===== src/fesc_defs.vh =====
`ifndef FESC_DEFS_VH
`define FESC_DEFS_VH
// Command bytes and unlock addresses.
`define FESC_CMD_UNLOCK1 8'hAA
`define FESC_CMD_UNLOCK2 8'h55
`define FESC_ADDR_UNLOCK1 12'h555
`define FESC_ADDR_UNLOCK2 12'hAAA
`define FESC_CMD_ERASE_SETUP 8'h80
`define FESC_CMD_BULK 8'h10
`define FESC_CMD_SECTOR 8'h30
`define FESC_CMD_SUSPEND 8'hB0
`define FESC_CMD_RESUME 8'h30
`define FESC_CMD_RESET 8'hF0
// Status bit positions in the polled data byte.
`define FESC_BIT_POLL 7
`define FESC_BIT_TOGGLE 6
`define FESC_BIT_ERROR 5
`define FESC_BIT_WINDOW 3
// Timing in ns and derived 100 MHz cycle counts.
`define FESC_CLK_NS 10
`define FESC_WINDOW_NS 100000
`define FESC_WINDOW_CYC (`FESC_WINDOW_NS / `FESC_CLK_NS)
`define FESC_SUSP_NS 1000
`define FESC_SUSP_CYC (`FESC_SUSP_NS / `FESC_CLK_NS)
`define FESC_RECOVER_NS 25000
`define FESC_RECOVER_CYC (`FESC_RECOVER_NS / `FESC_CLK_NS)
`define FESC_PHASE_CYC 20000
`define FESC_MAX_PULSES 4
`endif


===== src/fesc_sequencer.v =====
`timescale 1ns/1ns
`include "fesc_defs.vh"
module fesc_sequencer #(
	parameter WINDOW_CYC = `FESC_WINDOW_CYC,
	parameter PHASE_CYC = `FESC_PHASE_CYC,
	parameter RECOVER_CYC = `FESC_RECOVER_CYC,
	parameter SUSP_CYC = `FESC_SUSP_CYC,
	parameter MAX_PULSES = `FESC_MAX_PULSES,
	parameter NSEC = 12
)(
	input wire clock_i,
	input wire rst_i,
	input wire reset_pin_i,
	input wire wr_i,
	input wire rd_i,
	input wire [11:0] addr_i,
	input wire [7:0] wdata_i,
	input wire [7:0] main_sector_selects_i,
	input wire [3:0] boot_sector_selects_i,
	input wire lock_rd_main_i,
	input wire lock_rd_boot_i,
	input wire [7:0] main_lock_i,
	input wire [3:0] boot_lock_i,
	input wire secure_i,
	input wire erase_fail_i,
	output reg [7:0] status_o,
	output reg status_valid_o,
	output reg array_data_valid_o,
	output reg [7:0] lock_status_o,
	output reg busy_o,
	output reg [NSEC-1:0] erase_sectors_o,
	output reg [NSEC-1:0] invalid_sectors_o,
	output reg write_zero_o,
	output reg write_ones_o
);
	localparam S_READ = 3'd0;
	localparam S_WINDOW = 3'd1;
	localparam S_SECTOR = 3'd2;
	localparam S_BULK = 3'd3;
	localparam S_SUSPENDING = 3'd4;
	localparam S_SUSPENDED = 3'd5;
	localparam S_RECOVER = 3'd6;
	localparam S_ERROR = 3'd7;

	reg [2:0] state;
	reg [2:0] step;
	reg [31:0] cnt;
	reg phase_ones;
	reg [7:0] pulses;
	reg window_flag;
	reg toggle;
	reg error_flag;
	reg [NSEC-1:0] targets;
	reg [NSEC-1:0] invalid;
	wire [NSEC-1:0] sel;
	wire [NSEC-1:0] locks;
	wire sel_any;
	wire hit_target;
	wire is_reset_cmd;

	assign sel = {boot_sector_selects_i, main_sector_selects_i};
	assign locks = {boot_lock_i, main_lock_i};
	assign sel_any = |sel;
	assign hit_target = |(sel & targets);

	// A reset command needs no address match; the unlock pair is optional.
	function is_unlock;
		input [2:0] s;
		input [11:0] a;
		input [7:0] d;
		begin
			is_unlock = (s == 3'd0 && a == `FESC_ADDR_UNLOCK1 &&
				d == `FESC_CMD_UNLOCK1) ||
				(s == 3'd1 && a == `FESC_ADDR_UNLOCK2 &&
				d == `FESC_CMD_UNLOCK2) ||
				(s == 3'd3 && a == `FESC_ADDR_UNLOCK1 &&
				d == `FESC_CMD_UNLOCK1) ||
				(s == 3'd4 && a == `FESC_ADDR_UNLOCK2 &&
				d == `FESC_CMD_UNLOCK2);
		end
	endfunction

	assign is_reset_cmd = wdata_i == `FESC_CMD_RESET;

	always @(posedge clock_i or posedge rst_i)
	begin
		if (rst_i)
		begin
			state <= S_READ;
			step <= 3'd0;
			cnt <= 32'h0000_0000;
			phase_ones <= 1'b0;
			pulses <= 8'h00;
			window_flag <= 1'b0;
			error_flag <= 1'b0;
			targets <= {NSEC{1'b0}};
			invalid <= {NSEC{1'b0}};
		end
		else if (reset_pin_i)
		begin
			// Pin pulse aborts everything; the array needs time to settle.
			state <= S_RECOVER;
			step <= 3'd0;
			cnt <= RECOVER_CYC;
			window_flag <= 1'b0;
			error_flag <= 1'b0;
			if (state == S_SECTOR || state == S_SUSPENDED ||
				state == S_SUSPENDING || state == S_BULK)
				invalid <= invalid | targets;
			targets <= {NSEC{1'b0}};
		end
		else
		begin
			case (state)
			S_READ:
			begin
				if (wr_i)
				begin
					if (is_unlock(step, addr_i, wdata_i))
						step <= step + 3'd1;
					else if (step == 3'd2 &&
						wdata_i == `FESC_CMD_ERASE_SETUP)
						step <= 3'd3;
					else if (step == 3'd5 &&
						wdata_i == `FESC_CMD_BULK)
					begin
						step <= 3'd0;
						targets <= ~locks;
						if (|(~locks))
						begin
							state <= S_BULK;
							// Bulk erase has no window, so it reads as erasing.
							window_flag <= 1'b1;
							cnt <= PHASE_CYC;
							phase_ones <= 1'b0;
							pulses <= 8'h00;
						end
					end
					else if (step == 3'd5 &&
						wdata_i == `FESC_CMD_SECTOR && sel_any)
					begin
						step <= 3'd0;
						targets <= sel & ~locks;
						state <= S_WINDOW;
						cnt <= WINDOW_CYC;
						window_flag <= 1'b0;
					end
					else
						step <= 3'd0;
				end
			end
			S_WINDOW:
			begin
				if (wr_i)
				begin
					if (wdata_i == `FESC_CMD_SECTOR && sel_any)
					begin
						targets <= targets | (sel & ~locks);
						cnt <= WINDOW_CYC;
					end
					else if (wdata_i == `FESC_CMD_SUSPEND && sel_any)
					begin
						// Window closes; no more sectors may join.
						window_flag <= 1'b1;
						phase_ones <= 1'b0;
						pulses <= 8'h00;
						state <= S_SUSPENDING;
						cnt <= SUSP_CYC;
					end
					else
					begin
						state <= S_READ;
						targets <= {NSEC{1'b0}};
					end
				end
				else if (cnt <= 32'd1)
				begin
					window_flag <= 1'b1;
					phase_ones <= 1'b0;
					pulses <= 8'h00;
					cnt <= PHASE_CYC;
					// All targets locked: nothing to do, back to read.
					state <= (|targets) ? S_SECTOR : S_READ;
				end
				else
					cnt <= cnt - 32'd1;
			end
			S_SECTOR, S_BULK:
			begin
				if (wr_i && state == S_SECTOR && sel_any &&
					wdata_i == `FESC_CMD_SUSPEND)
				begin
					state <= S_SUSPENDING;
					cnt <= SUSP_CYC;
				end
				else if (wr_i && state == S_SECTOR && is_reset_cmd)
				begin
					invalid <= invalid | targets;
					targets <= {NSEC{1'b0}};
					window_flag <= 1'b0;
					state <= S_RECOVER;
					cnt <= RECOVER_CYC;
				end
				else if (cnt <= 32'd1)
				begin
					if (!phase_ones)
					begin
						phase_ones <= 1'b1;
						cnt <= PHASE_CYC;
					end
					else if (!erase_fail_i)
					begin
						state <= S_READ;
						targets <= {NSEC{1'b0}};
						invalid <= invalid & ~targets;
						window_flag <= 1'b0;
					end
					else if (pulses + 8'd1 >= MAX_PULSES)
					begin
						error_flag <= 1'b1;
						state <= S_ERROR;
					end
					else
					begin
						pulses <= pulses + 8'd1;
						cnt <= PHASE_CYC;
					end
				end
				else
					cnt <= cnt - 32'd1;
			end
			S_SUSPENDING:
			begin
				if (cnt <= 32'd1)
					state <= S_SUSPENDED;
				else
					cnt <= cnt - 32'd1;
			end
			S_SUSPENDED:
			begin
				if (wr_i && sel_any && wdata_i == `FESC_CMD_RESUME)
				begin
					state <= S_SECTOR;
					cnt <= PHASE_CYC;
				end
				else if (wr_i && is_reset_cmd)
				begin
					invalid <= invalid | targets;
					targets <= {NSEC{1'b0}};
					window_flag <= 1'b0;
					state <= S_RECOVER;
					cnt <= RECOVER_CYC;
				end
			end
			S_RECOVER:
			begin
				if (cnt <= 32'd1)
					state <= S_READ;
				else
					cnt <= cnt - 32'd1;
			end
			S_ERROR:
			begin
				if (wr_i && is_reset_cmd)
				begin
					error_flag <= 1'b0;
					invalid <= invalid | targets;
					targets <= {NSEC{1'b0}};
					window_flag <= 1'b0;
					state <= S_RECOVER;
					cnt <= RECOVER_CYC;
				end
			end
			default:
				state <= S_READ;
			endcase
		end
	end

	// Status byte and read-path qualifiers, registered for clean outputs.
	wire embedded_busy;
	assign embedded_busy = state == S_BULK || state == S_SECTOR ||
		state == S_WINDOW || state == S_SUSPENDING;

	always @(posedge clock_i or posedge rst_i)
	begin
		if (rst_i)
		begin
			toggle <= 1'b0;
			status_o <= 8'h00;
			status_valid_o <= 1'b0;
			array_data_valid_o <= 1'b0;
			lock_status_o <= 8'h00;
			busy_o <= 1'b0;
			erase_sectors_o <= {NSEC{1'b0}};
			invalid_sectors_o <= {NSEC{1'b0}};
			write_zero_o <= 1'b0;
			write_ones_o <= 1'b0;
		end
		else
		begin
			if (rd_i && embedded_busy && hit_target)
				toggle <= ~toggle;
			status_o <= 8'h00;
			status_o[`FESC_BIT_POLL] <= 1'b0;
			status_o[`FESC_BIT_TOGGLE] <= toggle;
			status_o[`FESC_BIT_ERROR] <= error_flag;
			status_o[`FESC_BIT_WINDOW] <= window_flag;
			status_valid_o <= (embedded_busy || state == S_ERROR) &&
				hit_target;
			array_data_valid_o <= !hit_target &&
				(state == S_READ || state == S_SUSPENDED ||
				embedded_busy);
			// Lock bits come from straps; host writes have no path here.
			if (lock_rd_main_i)
				lock_status_o <= main_lock_i;
			else if (lock_rd_boot_i)
				lock_status_o <= {secure_i, 3'b000, boot_lock_i};
			else
				lock_status_o <= 8'h00;
			busy_o <= state != S_READ && state != S_SUSPENDED;
			erase_sectors_o <= targets;
			invalid_sectors_o <= invalid;
			write_zero_o <= (state == S_BULK || state == S_SECTOR) &&
				!phase_ones;
			write_ones_o <= (state == S_BULK || state == S_SECTOR) &&
				phase_ones;
		end
	end
endmodule


===== config.mk =====
export PLATFORM = sky130hd
export DESIGN_NAME = fesc_sequencer
export DESIGN_NICKNAME = d
export VERILOG_FILES = /design/src/fesc_sequencer.v
export VERILOG_INCLUDE_DIRS = /design/src
export SDC_FILE = /design/constraint.sdc
export NUM_CORES = 1
export LEC_CHECK = 0
export BUFFER_PORTS_ARGS = -buffer_cell sky130_fd_sc_hd__buf_2
export CORE_MARGIN = 2
export CORE_UTILIZATION = 62
export DETAILED_ROUTE_END_ITERATION = 12
export PLACE_DENSITY = 0.95
export SLEW_MARGIN = 20
export SYNTH_ARGS = -nofsm -noshare
export SYNTH_HDL_FRONTEND = slang
export SYNTH_SLANG_ARGS = --single-unit

===== constraint.sdc =====
create_clock -name clock_i -period 10.3 [get_ports clock_i]
set_input_delay 2.06 -clock clock_i [delete_from_list [all_inputs] [get_ports clock_i]]
set_output_delay 2.06 -clock clock_i [all_outputs]
set_load 0.005 [all_outputs]

# == After elaboration in Yosys (flattened, before gate mapping) ==
# Index checks and enable logic that the tools add are counted.
# totals
ff_bits,114
in_bits,53
out_inout_bits,45
word_cells,301
# classes
n_addsub,4
n_lt_le_gt_ge,2
eq_ne,67
muxes,134
bitwise,9
reduce_logical,66
# op_table
cell,n
$mux W32,20
$mux W12,25
$pmux W32 S6,1
$mux W8,17
$mux W3,25
$pmux W12 S5,1
$ne A3 B3 Y1 const B,19
$reduce_or A12 Y1,4
$mux W1,37
$and A12 B12 Y12,3
$ne A4 B4 Y1 const B,9
$pmux W12 S3,1
$eq A8 B8 Y1 const B,4
$le A32 B1 Y1 const B,1
$sub A32 B1 Y32 const B,1
$logic_and A1 B1 Y1,28
$not A12 Y12,2
$or A12 B12 Y12,2
$pmux W8 S3,1
$reduce_and A12 Y1,2
$ne A2 B2 Y1 const B,11
$pmux W3 S7,1
$eq A3 B3 Y1 const B,6
$reduce_and A16 Y1,1
other kinds (34),60

# == Longest topological paths before layout ==
# depth
word_depth,10
ltp_mapped,11
ltp_nobuf,9

# == Worst setup path before layout ==
# No wires, ideal clock.
# synth_timing
kind,input to register
startpoint,input port wdata_i[1]
endpoint,register pulses[0]
setup_ns,0.125
arrival_time_ns,4.154
required_ns,10.175
slack_ns,6.021
cell_stages,8
n_path_buf,1
path_cell_list,or4_1 -> buf_2 -> nor4b_4 -> nor2_2 -> nor4_1 -> o21ai_1 -> nor4_4 -> mux2_4
# synth_via
elab_chain_cells,7
word_cells_on_any_way,28
cone_classes,eq/ne: 14; reduce/logical: 14
# synth_lines
item,line,source
from (decl),fesc_sequencer.v:17,"input wire [7:0] wdata_i,"
$eq A8 B8 Y1 (no source line) / $eq A8 B7 Y1 (equally long branches),-,
$logic_and A1 B1 Y1 (no source line),-,
$logic_or A1 B1 Y1 (3 in series),fesc_sequencer.v:72,is_unlock = (s == 3'd0 && a == `FESC_ADDR_UNLOCK1 &&
$ne A2 B2 Y1 (no source line),-,
$reduce_and A16 Y1 (no source line) *,-,
to (signal assigned),fesc_sequencer.v:225,pulses <= pulses + 8'd1;
to (decl),fesc_sequencer.v:49,reg [7:0] pulses;
# Every way passes the cells marked *; elsewhere a longest branch is shown, timed or not.
# A chain may end at the register's enable or synchronous reset.

==> flow_metrics.env <==
export IMPL_initialDrtViolationCount=892
export IMPL_die_area_um2=11000
export IMPL_status="finished with violations"
export IMPL_grt_max_degree=72
export IMPL_leakagePower_nw=3.37
export IMPL_synth_cell_type_count=82
export IMPL_drtAntennaViolNets=0
export IMPL_crit_family="simple AND/OR/NAND/NOR gates"
export IMPL_violations="DRC"
export IMPL_reg2reg_from="state[0]"
export IMPL_wl_per_cell_um=22.2
export IMPL_worstMarginPinSlew_ps=1160
export IMPL_ir_worst_vdd_uv=126
export IMPL_die_h_um=105
export IMPL_synth_edf_count=0
export IMPL_cts_made_buffers=17
export IMPL_cts_clk_slew_worst_paths_ps=60
export IMPL_cts_sinks=114
export IMPL_synth_ff_type="dfrtp_1"
export IMPL_hold_class="flop to flop"
export IMPL_vias_per_cell=7.17
export IMPL_drv_cap=0
export IMPL_grt_overflow=0
export IMPL_required_ps=10680
export IMPL_drc=1
export IMPL_post_cts_buffers=0
export IMPL_max_freq_ghz=0.207
export IMPL_p_per_area_nw_per_um2=231
export IMPL_fin_crit_sh=0.469
export IMPL_relSlewSlack=0.230
export IMPL_start_util=0.642
export IMPL_synthCells=669
export IMPL_rsz0062_at_grt="false"
export IMPL_clockRootBuffer="clkbuf_8"
export IMPL_ioPinCount=98
export IMPL_cts_resized=0
export IMPL_clk_latency_ps=520
export IMPL_tritoncts="yes"
export IMPL_synth_area_per_cell_um2=9.46
export IMPL_crit_buf_inv=1
export IMPL_critPathLaunchType="input port"
export IMPL_final_nets=805
export IMPL_grt_pass1_wl_um=31800
export IMPL_synthTopCellsByCount="114 x dfrtp_1, 72 x nor2_1, 45 x a21oi_1"
export IMPL_dieWidth_um=105
export IMPL_synth_most_common_cell="dfrtp_1"
export IMPL_first_pass_iters=12
export IMPL_synth_area_um2=6330
export IMPL_min_period_ps=4840
export IMPL_synth_top_area_cell="dfrtp_1"
export IMPL_ys_async_sr_fraction=1.00
export IMPL_hold_buffers=0
export IMPL_slew_violations=0
export IMPL_area_growth_pct=16.7
export IMPL_startpoint="main_sector_selects_i[7]"
export IMPL_fin_skew_ps=4.01
export IMPL_critPathCaptureType="flop"
export IMPL_core_um2=9860
export IMPL_nFillCells=637
export IMPL_ys_warn_count=0
export IMPL_setup_ws_ps=5460
export IMPL_yosys_area_top_type_share=0.451
export IMPL_crit_arrival_ps=5220
export IMPL_drive_above_1_share=0.202
export IMPL_critical_path_slowest_cell="o21ai_1"
export IMPL_rows=36
export IMPL_synth_seq_cells=114
export IMPL_dr_total_vias=6382
export IMPL_grt_use_total=0.366
export IMPL_critPathMaxFanout=13
export IMPL_hold_violations=0
export IMPL_finalSetupTns_ps=0
export IMPL_place_gp_congestion=1.00
export IMPL_antenna_found_initial=1
export IMPL_cts_max_path_buffers=2
export IMPL_routed_wl_um=19700
export IMPL_yosys_top_cells_area="dfrtp_1 45%, nor2_1 4.3%, a22o_1 3.7%, a21oi_1 3.6%, nor3_1 2.5%"
export IMPL_seq_area_frac_synth=0.451
export IMPL_path_cells="buf_2, nor4_1, nand3_1, a32oi_1, o211ai_1, o21ai_1, and3_1, a21oi_1"
export IMPL_crit_type="input port to flop"
export IMPL_port_buffers=92
export IMPL_htreeDepth=4
export IMPL_grt_pass1_vias=6141
export IMPL_critPathMaxStageDelay_ps=700
export IMPL_setup_viol=0
export IMPL_preCtsSetupSlack_ps=5040
export IMPL_place_hpwl_um=13600
[layer usage]
metal	vias up	GRT usage	share of wire
met5	-	0	0
met3	136	0.0786	0.12
li1	2707	-	-
met4	0	0.187	0.048
met2	550	0.591	0.47
met1	2989	0.465	0.37
[power by group]
group,internal [mW],switching (mW)
sequential,0.533,0.0885
clock,0.373,0.216
combinational,0.177,0.316
total,1.08,0.620
[layout by cell type, fill, tap and decap left out, types with 6 or more instances in the layout]
cell       synthesis  final
nor2_1            72     72
nand3_1           18     18
o22ai_1           14     14
and3_1             8      8
nand2b_1           6      6
nand2_1           38     38
o21ai_0           28     27
or3_1              9      9
ha_1               8      8
clkbuf_16          0     16
buf_2              6     92
dfrtp_1          114    114
nand4_1           17     17
a31oi_1           10     10
inv_1             13     12
nor2b_1            8      8
a21oi_1           45     45
o2bb2ai_1          7      7
nor4_1            19     19
nor4bb_1           6      6
a22o_1            27     27
and2_1             6      6
or4_1              7      7
nor3_1            31     30
[worst reg2reg max path: stages (launching register included)]
cell and delay, ps:
dfrtp_1 890, or3_1 530, nor4_1 210, a22oi_1 190
o2111a_2 260, o31a_1 910, o21ai_1 270, a221o_1 420
[cell families (layout without fill, tap and decap cells)]
kind of cell | count (synthesis) | count (layout) | share of synthesized area
buf+inv | 56 | 139 | 0.0427
flops | 114 | 114 | 0.451
simple gates | 277 | 277 | 0.246
mux | 6 | 6 | 0.0109
xor+xnor | 8 | 8 | 0.0111
compound gates | 199 | 199 | 0.222
fa+ha+maj | 8 | 8 | 0.0158
other cells | 1 | 6 | 0.000592
[worst paths after layout]
path,endpoint,slack (ps),cells past startpoint
max,flop,5460,8
min in group asynchronous,pulses[4],1590,2
max in group asynchronous,lock_status_o[2],7470,3
min reg2reg,invalid_sectors_o[7],380,0
max reg2reg,cnt[23],6500,7
min,invalid_sectors_o[7],380,0
[per-stage QoR]
step	util	power [mW]	instances	instance area, um^2	hold WS [ps]
floorplan	-	0.934	673	6340	348
global placement	0.687	1.06	858	6780	366
detailed placement	0.688	1.09	858	6790	362
CTS	0.748	1.68	889	7370	377
global route	0.749	1.77	890	7390	381
finish	0.749	1.70	890	7390	376
[cell type report]
type | count | area, um^2 | area share
inverters | 13 | 51.3 | 0.00694
clock buffers | 18 | 428 | 0.0579
diodes | 1 | 2.50 | 0.000339
flip-flops and latches | 114 | 2850 | 0.386
well taps | 133 | 166 | 0.0225
multi-input cells | 503 | 3240 | 0.439
clock inverters | 13 | 161 | 0.0218
repair buffers | 95 | 483 | 0.0654
Note: power is estimated with default switching activity, not from simulation.
